**src/hw/prog_cmd_pkg.sv**
```systemverilog
package prog_cmd_pkg;
    // ======================================================
    // timing
    localparam int unsigned CLK_HZ = 250_000_000;
    localparam int unsigned BAUD_RATE = 115200;
    localparam int unsigned BIT_CYCLES = CLK_HZ / BAUD_RATE;
    localparam int unsigned DATA_BITS = 8;
    // ======================================================
    // characters of the command language
    localparam logic [7:0] CH_ENTER = 8'h0D;
    localparam logic [7:0] CH_QUERY = 8'h3F;
    localparam logic [7:0] CH_PROG = 8'h50;
    localparam logic [7:0] CH_STAT = 8'h53;
    localparam logic [7:0] CH_HASH = 8'h23;
    localparam logic [7:0] CH_ZERO = 8'h30;
    localparam logic [7:0] CH_NINE = 8'h39;
    localparam logic [7:0] CH_HEX_A = 8'h37;
    localparam int unsigned PROG_DIGITS = 3;
    localparam int unsigned REPLY_MAX = 6;
    // ======================================================
    // register map, 16-bit data
    localparam logic [3:0] ADDR_CTRL = 4'h0;
    localparam logic [3:0] ADDR_SEL = 4'h1;
    localparam logic [3:0] ADDR_STAT_WORD = 4'h2;
    localparam logic [3:0] ADDR_IRQ_STAT = 4'h3;
    localparam logic [3:0] ADDR_IRQ_EN = 4'h4;
    localparam logic [3:0] ADDR_IRQ_CLR = 4'h5;
    localparam logic CTRL_RST = 1'b0;
    localparam int unsigned IRQ_W = 5;
    localparam int unsigned IRQ_REPLY = 0;
    localparam int unsigned IRQ_ASSIGN = 1;
    localparam int unsigned IRQ_DROP = 2;
    localparam int unsigned IRQ_FRAME = 3;
    localparam int unsigned IRQ_RESTORE = 4;
    localparam logic [IRQ_W-1:0] IRQ_RST = 5'h00;
    typedef struct packed {
        logic wr;
        logic rd;
        logic [3:0] addr;
        logic [15:0] wdata;
    } reg_req_s;
    typedef struct packed {
        logic wait_start;
        logic homing;
        logic motor_busy;
        logic emergency;
        logic running;
        logic start_sw;
        logic teach_sw;
    } machine_state_s;
endpackage

```
**src/hw/serial_port.sv**
```systemverilog
module serial_port #(
    parameter int unsigned BIT_CYC = prog_cmd_pkg::BIT_CYCLES
) (
    input wire logic core_clk_in,
    input wire logic arst_n_in,
    input wire logic rxd_in,
    output logic txd_out,
    output logic rx_valid_out,
    output logic [7:0] rx_data_out,
    output logic rx_frame_err_out,
    input wire logic tx_valid_in,
    input wire logic [7:0] tx_data_in,
    output logic tx_ready_out
);
    import prog_cmd_pkg::*;
    localparam int CW = $clog2(BIT_CYC + 1);
    localparam logic [CW-1:0] FULL = CW'(BIT_CYC - 1);
    localparam logic [CW-1:0] HALF = CW'(BIT_CYC / 2);
    // ======================================================
    // receiver: 8 data bits, no parity, one stop bit
    logic rx_busy_q;
    logic [CW-1:0] rx_cnt_q;
    logic [3:0] rx_bit_q;
    logic [7:0] rx_sh_q;
    wire rx_tick = rx_busy_q && (rx_cnt_q == '0);
    wire rx_stop = rx_tick && (rx_bit_q == 4'h9);
    // start edge is rechecked at mid-bit to reject glitches
    always_ff @(posedge core_clk_in or negedge arst_n_in) begin
        if (!arst_n_in) begin
            rx_busy_q <= 1'b0;
            rx_cnt_q <= '0;
            rx_bit_q <= 4'h0;
            rx_sh_q <= 8'h00;
        end else if (!rx_busy_q) begin
            rx_busy_q <= !rxd_in;
            rx_cnt_q <= HALF;
            rx_bit_q <= 4'h0;
        end else if (rx_tick) begin
            rx_cnt_q <= FULL;
            rx_bit_q <= rx_bit_q + 4'h1;
            if (rx_bit_q == 4'h0 && rxd_in) rx_busy_q <= 1'b0;
            if (rx_bit_q != 4'h0 && rx_bit_q != 4'h9)
                rx_sh_q <= {rxd_in, rx_sh_q[7:1]};
            if (rx_stop) rx_busy_q <= 1'b0;
        end else begin
            rx_cnt_q <= rx_cnt_q - CW'(1);
        end
    end
    // received byte and framing error, one-cycle pulses
    always_ff @(posedge core_clk_in or negedge arst_n_in) begin
        if (!arst_n_in) begin
            rx_valid_out <= 1'b0;
            rx_frame_err_out <= 1'b0;
            rx_data_out <= 8'h00;
        end else begin
            rx_valid_out <= rx_stop && rxd_in;
            rx_frame_err_out <= rx_stop && !rxd_in;
            if (rx_stop) rx_data_out <= rx_sh_q;
        end
    end
    // ======================================================
    // transmitter: start bit, data lsb first, stop bit
    logic [9:0] tx_sh_q;
    logic [3:0] tx_left_q;
    logic [CW-1:0] tx_cnt_q;
    wire tx_take = tx_valid_in && tx_ready_out;
    always_ff @(posedge core_clk_in or negedge arst_n_in) begin
        if (!arst_n_in) begin
            tx_sh_q <= 10'h3FF;
            tx_left_q <= 4'h0;
            tx_cnt_q <= '0;
            txd_out <= 1'b1;
            tx_ready_out <= 1'b1;
        end else if (tx_take) begin
            tx_sh_q <= {1'b1, tx_data_in, 1'b0};
            tx_left_q <= 4'hA;
            tx_cnt_q <= '0;
            tx_ready_out <= 1'b0;
        end else if (tx_left_q != 4'h0) begin
            if (tx_cnt_q == '0) begin
                txd_out <= tx_sh_q[0];
                tx_sh_q <= {1'b1, tx_sh_q[9:1]};
                tx_left_q <= tx_left_q - 4'h1;
                tx_cnt_q <= FULL;
            end else begin
                tx_cnt_q <= tx_cnt_q - CW'(1);
            end
        end else if (tx_cnt_q != '0) begin
            tx_cnt_q <= tx_cnt_q - CW'(1);
        end else begin
            tx_ready_out <= 1'b1;
        end
    end
endmodule // serial_port

```
**src/hw/serial_program_select_cmd.sv**
```systemverilog
// Notes on behaviour
// - remote program choice over serial works only while remote enable is set.
// - link runs 115200 baud, 8 data bits, no parity, one stop bit.
// - "?P" plus enter replies '#' and the selected program number.
// - "P<n>" plus enter selects program n and replies '#' and n.
// - start runs the remotely selected program, not the panel one.
// - when the remote program finishes, selection returns to the panel number.
// - "?S" plus enter replies with the current status word.
// - status bits 0..3: teach, start switch, running, emergency.
// - status bits 4..6: motor busy, homing, waiting for start press.
// - status bits 8..15 carry the front panel program number.
//
// The register offsets and strobed register access are this design's own decisions.
module serial_program_select_cmd #(
    parameter int unsigned BIT_CYC = prog_cmd_pkg::BIT_CYCLES
) (
    input wire logic core_clk_in,
    input wire logic arst_n_in,
    input wire prog_cmd_pkg::reg_req_s reg_req_in,
    output logic [15:0] reg_rdata_out,
    input wire prog_cmd_pkg::machine_state_s mach_in,
    input wire logic [7:0] panel_prog_in,
    input wire logic rxd_in,
    output logic txd_out,
    output logic [7:0] sel_prog_out,
    output logic remote_active_out,
    output logic irq_out
);
    import prog_cmd_pkg::*;

    // parser states
    typedef enum logic [2:0] {
        PS_IDLE,
        PS_QUERY,
        PS_QUERY_P,
        PS_QUERY_S,
        PS_ASSIGN,
        PS_DISCARD
    } parse_e;

    // ======================================================
    // serial line
    // the port frames bits; here only bytes
    logic rx_valid;
    logic [7:0] rx_data;
    logic rx_frame_err;
    logic tx_valid;
    logic [7:0] tx_data;
    logic tx_ready;

    serial_port #(
        .BIT_CYC(BIT_CYC)
    ) u_port (
        .core_clk_in(core_clk_in),
        .arst_n_in(arst_n_in),
        .rxd_in(rxd_in),
        .txd_out(txd_out),
        .rx_valid_out(rx_valid),
        .rx_data_out(rx_data),
        .rx_frame_err_out(rx_frame_err),
        .tx_valid_in(tx_valid),
        .tx_data_in(tx_data),
        .tx_ready_out(tx_ready)
    );

    // ======================================================
    // registers
    logic remote_en_q;
    logic [IRQ_W-1:0] irq_stat_q;
    logic [IRQ_W-1:0] irq_en_q;
    logic irq_q;
    logic [15:0] rdata_q;

    // command parser
    parse_e state_q;
    parse_e state_d;
    logic [9:0] acc_q;
    logic [9:0] acc_d;
    logic [1:0] ndig_q;
    logic [1:0] ndig_d;

    // program selection
    logic [7:0] sel_q;
    logic remote_q;
    logic remote_run_q;
    logic running_prev_q;

    // reply image and sender
    logic [7:0] reply_q [REPLY_MAX];
    logic [7:0] reply_d [REPLY_MAX];
    logic [2:0] reply_len_q;
    logic [2:0] reply_len_d;
    logic [2:0] reply_idx_q;
    logic sending_q;

    // ======================================================
    // status word, bit 7 held at zero
    // sampled live at the enter
    wire [15:0] stat_word = {panel_prog_in, 1'b0,
        mach_in.wait_start, mach_in.homing, mach_in.motor_busy,
        mach_in.emergency, mach_in.running,
        mach_in.start_sw, mach_in.teach_sw};

    // ======================================================
    // character classes
    // line feed is plain text, not an end
    wire is_enter = rx_data == CH_ENTER;
    wire is_digit = rx_data >= CH_ZERO && rx_data <= CH_NINE;
    wire [3:0] digit = 4'(rx_data - CH_ZERO);
    // a number needs a digit and fits a byte
    wire acc_ok = ndig_q != 2'd0 && acc_q <= 10'd255;

    // ======================================================
    // command recognition; a disabled link parses nothing
    wire live = rx_valid && remote_en_q;

    // commands end on their enter
    wire end_qp = live && is_enter && state_q == PS_QUERY_P;
    wire end_qs = live && is_enter && state_q == PS_QUERY_S;
    wire end_as = live && is_enter && state_q == PS_ASSIGN
        && acc_ok;
    wire any_cmd = end_qp || end_qs || end_as;

    // a reply still in flight makes a new command unanswerable,
    // so it is dropped whole rather than half served
    wire accept = any_cmd && !sending_q;
    wire do_assign = end_as && !sending_q;

    // drops raise the drop event
    wire bad_end = live && is_enter && state_q != PS_IDLE
        && !any_cmd;
    wire off_end = rx_valid && !remote_en_q && is_enter;
    wire dropped = bad_end || off_end || (any_cmd && sending_q);

    // parser next state
    always_comb begin
        state_d = state_q;
        acc_d = acc_q;
        ndig_d = ndig_q;
        // switching off abandons a half line
        if (!remote_en_q) begin
            state_d = PS_IDLE;
        end else if (rx_valid) begin
            case (state_q)
                PS_IDLE: begin
                    acc_d = 10'd0;
                    ndig_d = 2'd0;
                    if (rx_data == CH_QUERY) state_d = PS_QUERY;
                    else if (rx_data == CH_PROG) state_d = PS_ASSIGN;
                    else if (!is_enter) state_d = PS_DISCARD;
                end
                PS_QUERY: begin
                    if (rx_data == CH_PROG) state_d = PS_QUERY_P;
                    else if (rx_data == CH_STAT) state_d = PS_QUERY_S;
                    else if (is_enter) state_d = PS_IDLE;
                    else state_d = PS_DISCARD;
                end
                PS_QUERY_P, PS_QUERY_S: begin
                    state_d = is_enter ? PS_IDLE : PS_DISCARD;
                end
                PS_ASSIGN: begin
                    if (is_enter) begin
                        state_d = PS_IDLE;
                    end else if (is_digit && ndig_q < 2'(PROG_DIGITS)) begin
                        acc_d = 10'(acc_q * 10'd10 + {6'd0, digit});
                        ndig_d = ndig_q + 2'd1;
                    end else begin
                        // extra digit or stray text
                        state_d = PS_DISCARD;
                    end
                end
                PS_DISCARD: begin
                    if (is_enter) state_d = PS_IDLE;
                end
                default: state_d = PS_IDLE;
            endcase
        end
    end

    // parser state
    always_ff @(posedge core_clk_in or negedge arst_n_in) begin
        if (!arst_n_in) begin
            state_q <= PS_IDLE;
            acc_q <= 10'd0;
            ndig_q <= 2'd0;
        end else begin
            state_q <= state_d;
            acc_q <= acc_d;
            ndig_q <= ndig_d;
        end
    end

    // ======================================================
    // selected program: remote choice holds until its run ends
    wire remote_done = remote_run_q && running_prev_q
        && !mach_in.running;
    wire run_begins = remote_q && !running_prev_q && mach_in.running;
    // new_prog holds until the next line
    wire [7:0] new_prog = acc_q[7:0];

    // a run going at assignment time does not count;
    // only a run it started ends the choice
    always_ff @(posedge core_clk_in or negedge arst_n_in) begin
        if (!arst_n_in) begin
            sel_q <= 8'h00;
            remote_q <= 1'b0;
            remote_run_q <= 1'b0;
            running_prev_q <= 1'b0;
        end else begin
            running_prev_q <= mach_in.running;
            if (do_assign) begin
                sel_q <= new_prog;
                remote_q <= 1'b1;
                remote_run_q <= 1'b0;
            end else if (remote_done) begin
                sel_q <= panel_prog_in;
                remote_q <= 1'b0;
                remote_run_q <= 1'b0;
            end else if (!remote_q) begin
                sel_q <= panel_prog_in;
            end else if (run_begins) begin
                remote_run_q <= 1'b1;
            end
        end
    end

    // ======================================================
    // reply text: '#', number in decimal or status in hex, enter
    // upper-case hex digit
    function automatic logic [7:0] hex_ch(input logic [3:0] n);
        hex_ch = (n < 4'hA) ? CH_ZERO + {4'h0, n} : CH_HEX_A + {4'h0, n};
    endfunction

    // decimal, no leading zeros
    wire [7:0] num = do_assign ? new_prog : sel_q;
    wire [3:0] d_hun = 4'(num / 8'd100);
    wire [3:0] d_ten = 4'((num / 8'd10) % 8'd10);
    wire [3:0] d_one = 4'(num % 8'd10);

    // rebuilt each cycle, kept on accept
    always_comb begin
        for (int i = 0; i < REPLY_MAX; i++) reply_d[i] = CH_ENTER;
        reply_d[0] = CH_HASH;
        reply_len_d = 3'd2;
        if (end_qs) begin
            for (int i = 0; i < 4; i++)
                reply_d[1 + i] = hex_ch(stat_word[15 - 4 * i -: 4]);
            reply_len_d = 3'd6;
        end else if (d_hun != 4'h0) begin
            reply_d[1] = CH_ZERO + {4'h0, d_hun};
            reply_d[2] = CH_ZERO + {4'h0, d_ten};
            reply_d[3] = CH_ZERO + {4'h0, d_one};
            reply_len_d = 3'd5;
        end else if (d_ten != 4'h0) begin
            reply_d[1] = CH_ZERO + {4'h0, d_ten};
            reply_d[2] = CH_ZERO + {4'h0, d_one};
            reply_len_d = 3'd4;
        end else begin
            reply_d[1] = CH_ZERO + {4'h0, d_one};
            reply_len_d = 3'd3;
        end
    end

    // ======================================================
    // reply sender, one character per serial frame
    assign tx_valid = sending_q;
    assign tx_data = reply_q[reply_idx_q];
    wire tx_take = tx_valid && tx_ready;
    wire tx_last = reply_idx_q == reply_len_q - 3'd1;

    // ready falls as it takes, so no byte goes twice

    always_ff @(posedge core_clk_in or negedge arst_n_in) begin
        if (!arst_n_in) begin
            for (int i = 0; i < REPLY_MAX; i++) reply_q[i] <= 8'h00;
            reply_len_q <= 3'd0;
            reply_idx_q <= 3'd0;
            sending_q <= 1'b0;
        end else if (accept) begin
            reply_q <= reply_d;
            reply_len_q <= reply_len_d;
            reply_idx_q <= 3'd0;
            sending_q <= 1'b1;
        end else if (tx_take) begin
            reply_idx_q <= reply_idx_q + 3'd1;
            sending_q <= !tx_last;
        end
    end

    // ======================================================
    // register decode
    wire wr_ctrl = reg_req_in.wr && reg_req_in.addr == ADDR_CTRL;
    wire wr_en = reg_req_in.wr && reg_req_in.addr == ADDR_IRQ_EN;
    wire wr_clr = reg_req_in.wr && reg_req_in.addr == ADDR_IRQ_CLR;
    wire [IRQ_W-1:0] clr_mask =
        wr_clr ? reg_req_in.wdata[IRQ_W-1:0] : '0;

    // one event source per status bit
    wire [IRQ_W-1:0] irq_evt;
    assign irq_evt[IRQ_REPLY] = accept;
    assign irq_evt[IRQ_ASSIGN] = do_assign;
    assign irq_evt[IRQ_DROP] = dropped;
    assign irq_evt[IRQ_FRAME] = rx_frame_err;
    assign irq_evt[IRQ_RESTORE] = remote_done;
    // new event beats a clear in the same cycle
    wire [IRQ_W-1:0] irq_stat_d = (irq_stat_q & ~clr_mask) | irq_evt;

    // read mux; clear register and holes read as zero
    // looked at only under a read strobe
    logic [15:0] rd_mux;
    always_comb begin
        case (reg_req_in.addr)
            ADDR_CTRL: rd_mux = {15'h0000, remote_en_q};
            ADDR_SEL: rd_mux = {7'h00, remote_q, sel_q};
            ADDR_STAT_WORD: rd_mux = stat_word;
            ADDR_IRQ_STAT: rd_mux = {11'h000, irq_stat_q};
            ADDR_IRQ_EN: rd_mux = {11'h000, irq_en_q};
            default: rd_mux = 16'h0000;
        endcase
    end

    // control, interrupt and read data registers
    // irq lags status one cycle, from a flop
    always_ff @(posedge core_clk_in or negedge arst_n_in) begin
        if (!arst_n_in) begin
            remote_en_q <= CTRL_RST;
            irq_stat_q <= IRQ_RST;
            irq_en_q <= IRQ_RST;
            irq_q <= 1'b0;
            rdata_q <= 16'h0000;
        end else begin
            if (wr_ctrl) remote_en_q <= reg_req_in.wdata[0];
            if (wr_en) irq_en_q <= reg_req_in.wdata[IRQ_W-1:0];
            irq_stat_q <= irq_stat_d;
            irq_q <= |(irq_stat_q & irq_en_q);
            rdata_q <= reg_req_in.rd ? rd_mux : 16'h0000;
        end
    end

    // ======================================================
    // outputs straight from flops
    assign reg_rdata_out = rdata_q;
    assign sel_prog_out = sel_q;
    assign remote_active_out = remote_q;
    assign irq_out = irq_q;
endmodule // serial_program_select_cmd
```
**config.mk**
```make
export PLATFORM = sky130hd
export DESIGN_NAME = serial_program_select_cmd
export DESIGN_NICKNAME = d
export VERILOG_FILES = /design/src/hw/prog_cmd_pkg.sv /design/src/hw/serial_port.sv /design/src/hw/serial_program_select_cmd.sv
export SDC_FILE = /design/constraint.sdc
export NUM_CORES = 1
export LEC_CHECK = 0
export BUFFER_PORTS_ARGS = -buffer_cell sky130_fd_sc_hd__buf_2
export CORE_MARGIN = 8
export CORE_UTILIZATION = 35
export DETAILED_ROUTE_END_ITERATION = 16
export SYNTH_ARGS = -nofsm -noshare
export SYNTH_HDL_FRONTEND = slang
export SYNTH_SLANG_ARGS = --single-unit
export TNS_END_PERCENT = 100
```
**constraint.sdc**
```tcl
create_clock -name core_clk_in -period 12.7 [get_ports core_clk_in]
set_input_delay 0.635 -clock core_clk_in [delete_from_list [all_inputs] [get_ports core_clk_in]]
set_output_delay 0.635 -clock core_clk_in [all_outputs]
set_load 0.05 [all_outputs]
```
---- After elaboration in Yosys (flattened, before gate mapping) ----
Index checks and enable logic that the tools add are counted.
W data, S select, Z words.
word-level totals
  register bits ........................... 157
  input port bits ......................... 40
  output and inout bits ................... 27
  word-level logic and storage cells ...... 241
operators by class
  add/subtract/negate cells ............... 20
  multiply operators ...................... 1
  div/mod/pow operators ................... 4
  order comparisons ....................... 9
  equal/unequal tests ..................... 27
  mux-type cells .......................... 72
  bitwise gates (word level) .............. 6
  reductions and logical operators ........ 70
operators with widths
  operator                 number
  $pmux W16 S5             1
  $mux W12                 6
  $add A6 B4 Y7 const A    9
  $mux W7                  8
  $mux W10                 5
  $mux W3                  16
  $mux W8                  6
  $logic_and A1 B1 Y1      30
  $bmux W8 S3              1
  $logic_not A12 Y1        2
  $sub A12 B1 Y12 const B  2
  $mux W23                 1
  $mux W4                  5
  $pmux W10 S2             1
  $eq A8 B7 Y1 const B     2
  $mod A8 B4 Y8 const B    2
  $mux W16                 1
  $reduce_bool A4 Y1       4
  $mux W1                  15
  $mux W15                 1
  $pmux W3 S5              1
  $add A6 B3 Y7 const A    2
  $lt A4 B4 Y1 const B     3
  $reduce_bool A12 Y1      1
  other kinds (51)         84

---- Logic depth before layout (Yosys ltp) ----
  depth in word-level cells ............... 12
  depth in mapped cells ................... 34

---- Cells and area by module ----
Synthesis repeated with hierarchy kept, for this count alone.
unflattened totals
  cells, all modules ...................... 1081
  area total of the unflattened synthesis .. 9673.0 um2
by module, submodules not included
  module                     instances  cells each  area each (um2)  sequential area each (um2)
  serial_program_select_cmd  1          804         6681.4           2202.1
  serial_port                1          277         2991.6           1565.3

---- Worst setup path after synthesis ----
OpenSTA, ideal clock, no wires.
  kind .................................... register to register
  start ................................... register u_port.rx_data_out[4]
  end ..................................... register reply_q[25] in the netlist's numbering
  arrival time ............................ 6.588 ns
  data required time ...................... 12.581 ns
  path slack .............................. 5.994 ns
  stages on the path, launching flop included .. 31
  buffers on the path ..................... 2
  clock period less this slack ............ 6.706 ns
  cell sequence ........................... dfrtp_1 nor4_1 nand4_1 nor2_1 clkbuf_1 nand2_1 and2_1 ha_1 and3b_1 o21ai_0 nand4_1 and2_1 buf_2 nor2_2 a21oi_4 xnor2_1 inv_1 ha_1 o21ai_0 a21oi_1 a211oi_2 o2111ai_4 a21oi_1 a221oi_1 a21o_1 ha_1 o21bai_1 a41o_1 nor3_2 a221oi_1 o21a_1
between the ends
  longest elaborated chain between the ends .. 12
ends and longest elaborated chain
  item                                                                    RTL line                                                                                              text
  from (decl)                                                             serial_port.sv:9                                                                                      output logic [7:0] rx_data_out,
  from (signal assigned)                                                  serial_port.sv:58                                                                                     if (rx_stop) rx_data_out <= rx_sh_q;
  $eq A8 B4 Y1 (*)                                                        serial_program_select_cmd.sv:107                                                                      wire is_enter = rx_data == CH_ENTER;
  $logic_and A1 B1 Y1 (*)                                                 serial_program_select_cmd.sv:118, serial_program_select_cmd.sv:119, serial_program_select_cmd.sv:120
  parallel branches: the longest is 10 deep, another holds $div A8 B4 Y8  -
  to (signal assigned)                                                    serial_program_select_cmd.sv:280                                                                      reply_q <= reply_d;
  to (decl)                                                               serial_program_select_cmd.sv:89                                                                       logic [7:0] reply_q [REPLY_MAX];
Mark *: on every way between the ends.
A chain may end at the register's enable or synchronous reset.

---- Worst setup path after layout ----
  start ................................... register u_port.rx_data_out[4]
  end ..................................... register reply_q[29] in the netlist's numbering
The elaborated chain is that of the path after synthesis.

==> results.json <==
{
  "synth_compound_area_share_pct": 18.7,
  "fin_skew_ps": 8.30,
  "final_cell_mix": "139 x dfrtp_1, 136 x nand2_1, 86 x nor2_1, 63 x o21ai_0, 54 x buf_2",
  "clk_path_buf_depth": 2,
  "synth-xor-area-share_pct": 4.17,
  "core.rowCount": 61,
  "p_per_area_nw_per_um2": 118,
  "nNetsFinal": 1190,
  "synth_top_family_by_area": "simple AND/OR/NAND/NOR gates",
  "arrival_ps": 8410,
  "leakagePower_nw": 4.89,
  "reg2reg_to": "reply_q[29]",
  "async_flop_share_pct": 100,
  "fin_crit_sh_pct": 63.8,
  "synth_area_leader_cell": "dfrtp_1",
  "r2r-start": "u_port.rx_data_out[4]",
  "tritoncts": "built",
  "wl_microns": 25700,
  "drtIter0Drc": 478,
  "synth_ff_type": "dfrtp_1",
  "die-area_sq_um": 33500,
  "initial_utilization_pct": 35.3,
  "synthTopCellsByArea": "dfrtp_1 36%, nand2_1 5.2%, ha_1 5.1%",
  "timing.fmax_ghz": 0.123,
  "grt_pass1_wl_microns": 41300,
  "drc": 0,
  "regToRegSetupSlack_ps": 4590,
  "rsz0062_at_grt": "no",
  "startpoint_type": "flop",
  "hpwl_microns": 19000,
  "synth_nets": 1156,
  "cts_root_buf": "clkbuf_16",
  "layout_commonest_cell": "dfrtp_1",
  "hold_viol": 0,
  "synth_top_area_share_pct": 35.7,
  "yosysWarnings": 0,
  "antenna_found_initial": 0,
  "hold_path.class": "in -> async",
  "synthMuxAreaShare_pct": 6.49,
  "via_per_inst": 5.41,
  "crit_path_end": "reply_q[29]",
  "post_cts_buffers": 0,
  "fin_cells": 1497,
  "fin_setup_tns_ps": 0,
  "pwr-share-clk_pct": 41.3,
  "ctsResizeCount": 0,
  "wl_per_cell_microns": 17.2,
  "ir_drop_mv": 0.0902,
  "grt_overflow_total": 0,
  "synth.avg_cell_area_sq_um": 9.08,
  "cts_hold_buf": 0,
  "drt-met1-wl_microns": 12100,
  "cts_num_sinks": 150,
  "combPwrFrac_pct": 17.4,
  "dp_cells": 1467,
  "setup_violations": 0,
  "dr_wl_met2_microns": 12100,
  "worst_pin_slew_ps": 924,
  "area_growth_pct": 12.8,
  "post-route-cell-area_sq_um": 11000,
  "die_height_microns": 183,
  "ys_seq_elements": 150,
  "maxCapViolCount": 0,
  "synthDistinctLibCells": 100,
  "max_stage_delay_ps": 650,
  "path_max_fanout": 9,
  "cts.clk_slew.worst_paths_ps": 60,
  "crit_type": "reg -> reg",
  "first_global_vias": 7728,
  "endpoint_kind": "flop",
  "highest_layer": "met4",
  "design.core.area_sq_um": 27600,
  "seq_power_share_pct": 41.2,
  "firstDrtPassIters": 5,
  "numPortBuffers": 55,
  "cp.required_ps": 13000,
  "drive_above_1_share_pct": 15.7,
  "critPathLaunch": "u_port.rx_data_out[4]",
  "internal-power_w": 0.000926,
  "slew_headroom_pct": 38.2,
  "antenna_cells": 0,
  "die_x_microns": 183,
  "netlist_instances": 1074,
  "slew_viol_final": 0,
  "track_usage_pct": 15.3,
  "synth-simple-area-share_pct": 22.7,
  "met3_length_microns": 1240,
  "switchingPower_w": 0.000370,
  "clk_latency_ps": 430,
  "place_area_sq_um": 10400,
  "p_sw_share_pct": 28.6,
  "ant_nets": 0,
  "synth_area_sq_um": 9760,
  "status": "completed",
  "grt_max_degree": 77,
  "place_congestion": 0.933,
  "ys_seq_area_share_pct": 38.6,
  "ios": 67,
  "min_period_ps": 8110,
  "synth_edf_count": 0,
  "slowest_stage": "nor4_1",
  "synthAdderAreaFrac_pct": 5.64,
  "crit_path_frequent_cell": "ha_1",
  "htree_levels": 4,
  "numCtsBuffers": 17,
  "worstRegToRegCells": 28,
  "vias": 8102
}
-- worst min path at each step --
| stage | from | to | cells after the start |
|---|---|---|---|
| after floorplan | arst_n_in | acc_q[0] | 0 |
| after global placement | u_port.rx_frame_err_out | irq_stat_q[3] | 1 |
| after detailed placement | u_port.rx_frame_err_out | irq_stat_q[3] | 1 |
| after CTS | arst_n_in | u_port.tx_left_q[0] | 1 |
| after global routing | arst_n_in | u_port.tx_left_q[2] | 1 |
| final | arst_n_in | u_port.tx_left_q[2] | 1 |
-- cell families after synthesis --
group | Yosys count
compound gates | 265
xor+xnor | 44
fa+ha+maj | 43
buf+inv | 95
flops | 150
mux | 53
simple gates | 424
-- critical path: cells and delay by family, from the launching register on --
family	cells	cell delay (ps)
adder cells (fa/ha/maj)	3	690
flip-flops	1	410
AO/OA/AOI/OAI	12	2580
XOR/XNOR	1	320
AND/OR/NAND/NOR	11	3860
buffers and inverters	1	110
-- metrics by stage --
stage / setup slack [ps] / total power [W] / hold WS, ps / utilization, %
detailed placement: 4760 / 0.000767 / 431 / 37.6
global placement: 4860 / 0.000764 / 414 / 37.6
global route: 3840 / 0.00135 / 293 / 39.8
CTS: 4700 / 0.00130 / 266 / 39.8
floorplan: 5990 / 0.000702 / 339 / -
finish: 4590 / 0.00130 / 228 / 39.8
-- layout make-up --
type                       instances  area, sq um
inverter                          49          184
fill                            2765        16600
sequential                       150         3770
multi-input combinational        829         5630
timing repair buffer              61          327
clock buffer                      19          443
clock inverter                    11          176
tap                              378          473
-- per-layer routing --
metal,track usage (%),vias to the layer above
met5,0,-
met4,4.46,0
met3,3.26,26
met2,24.6,170
met1,20.5,3959
li1,-,3947
-- synth_stat cells (4+ instances only) --
library cell	n
o41ai_1	4
o211ai_1	15
a211oi_1	10
nor2_1	86
mux4_2	4
nor3_1	23
nor3b_1	6
clkbuf_1	43
ha_1	40
nand2_1	136
a311oi_1	7
a21boi_0	7
a21oi_1	37
o21ai_0	63
o21ai_1	7
o31ai_1	11
and2_1	23
nand2b_1	11
mux2_2	31
or2_2	6
a22o_1	4
nand3_1	30
nor4_1	12
nor2b_1	23
a31oi_1	20
a221oi_1	4
o21a_1	5
inv_1	46
or4_1	6
o22ai_1	5
and3_1	12
a21o_1	11
nand3b_1	5
dfrtp_1	139
xor2_1	12
xnor2_1	30
mux2i_1	15
dfstp_2	11
or3_1	6
a22oi_1	18
nand4_1	7
-- registers in the layout, indices dropped and copies added (netlist names), 2 cells and up --
| register | flops |
|---|---|
| reply_q | 27 |
| reg_rdata_out | 16 |
| u_port.rx_cnt_q | 12 |
| u_port.tx_cnt_q | 12 |
| acc_q | 10 |
| u_port.tx_sh_q | 9 |
| sel_prog_out | 8 |
| u_port.rx_data_out | 8 |
| u_port.rx_sh_q | 8 |
| irq_en_q | 5 |
| irq_stat_q | 5 |
| u_port.rx_bit_q | 4 |
| u_port.tx_left_q | 4 |
| reply_idx_q | 3 |
| reply_len_q | 3 |
| state_q | 3 |
| ndig_q | 2 |
-- power by group through the flow --
stage	clock, W	combinational (W)	sequential, W
2_1_floorplan	0	0.000158	0.000544
3_5_place_dp	0	0.000225	0.000542
5_1_grt	0.000561	0.000249	0.000537
6_report	0.000536	0.000226	0.000534
4_1_cts	0.000543	0.000226	0.000534
3_3_place_gp	0	0.000223	0.000541
Power figures use the tool's default switching activity.
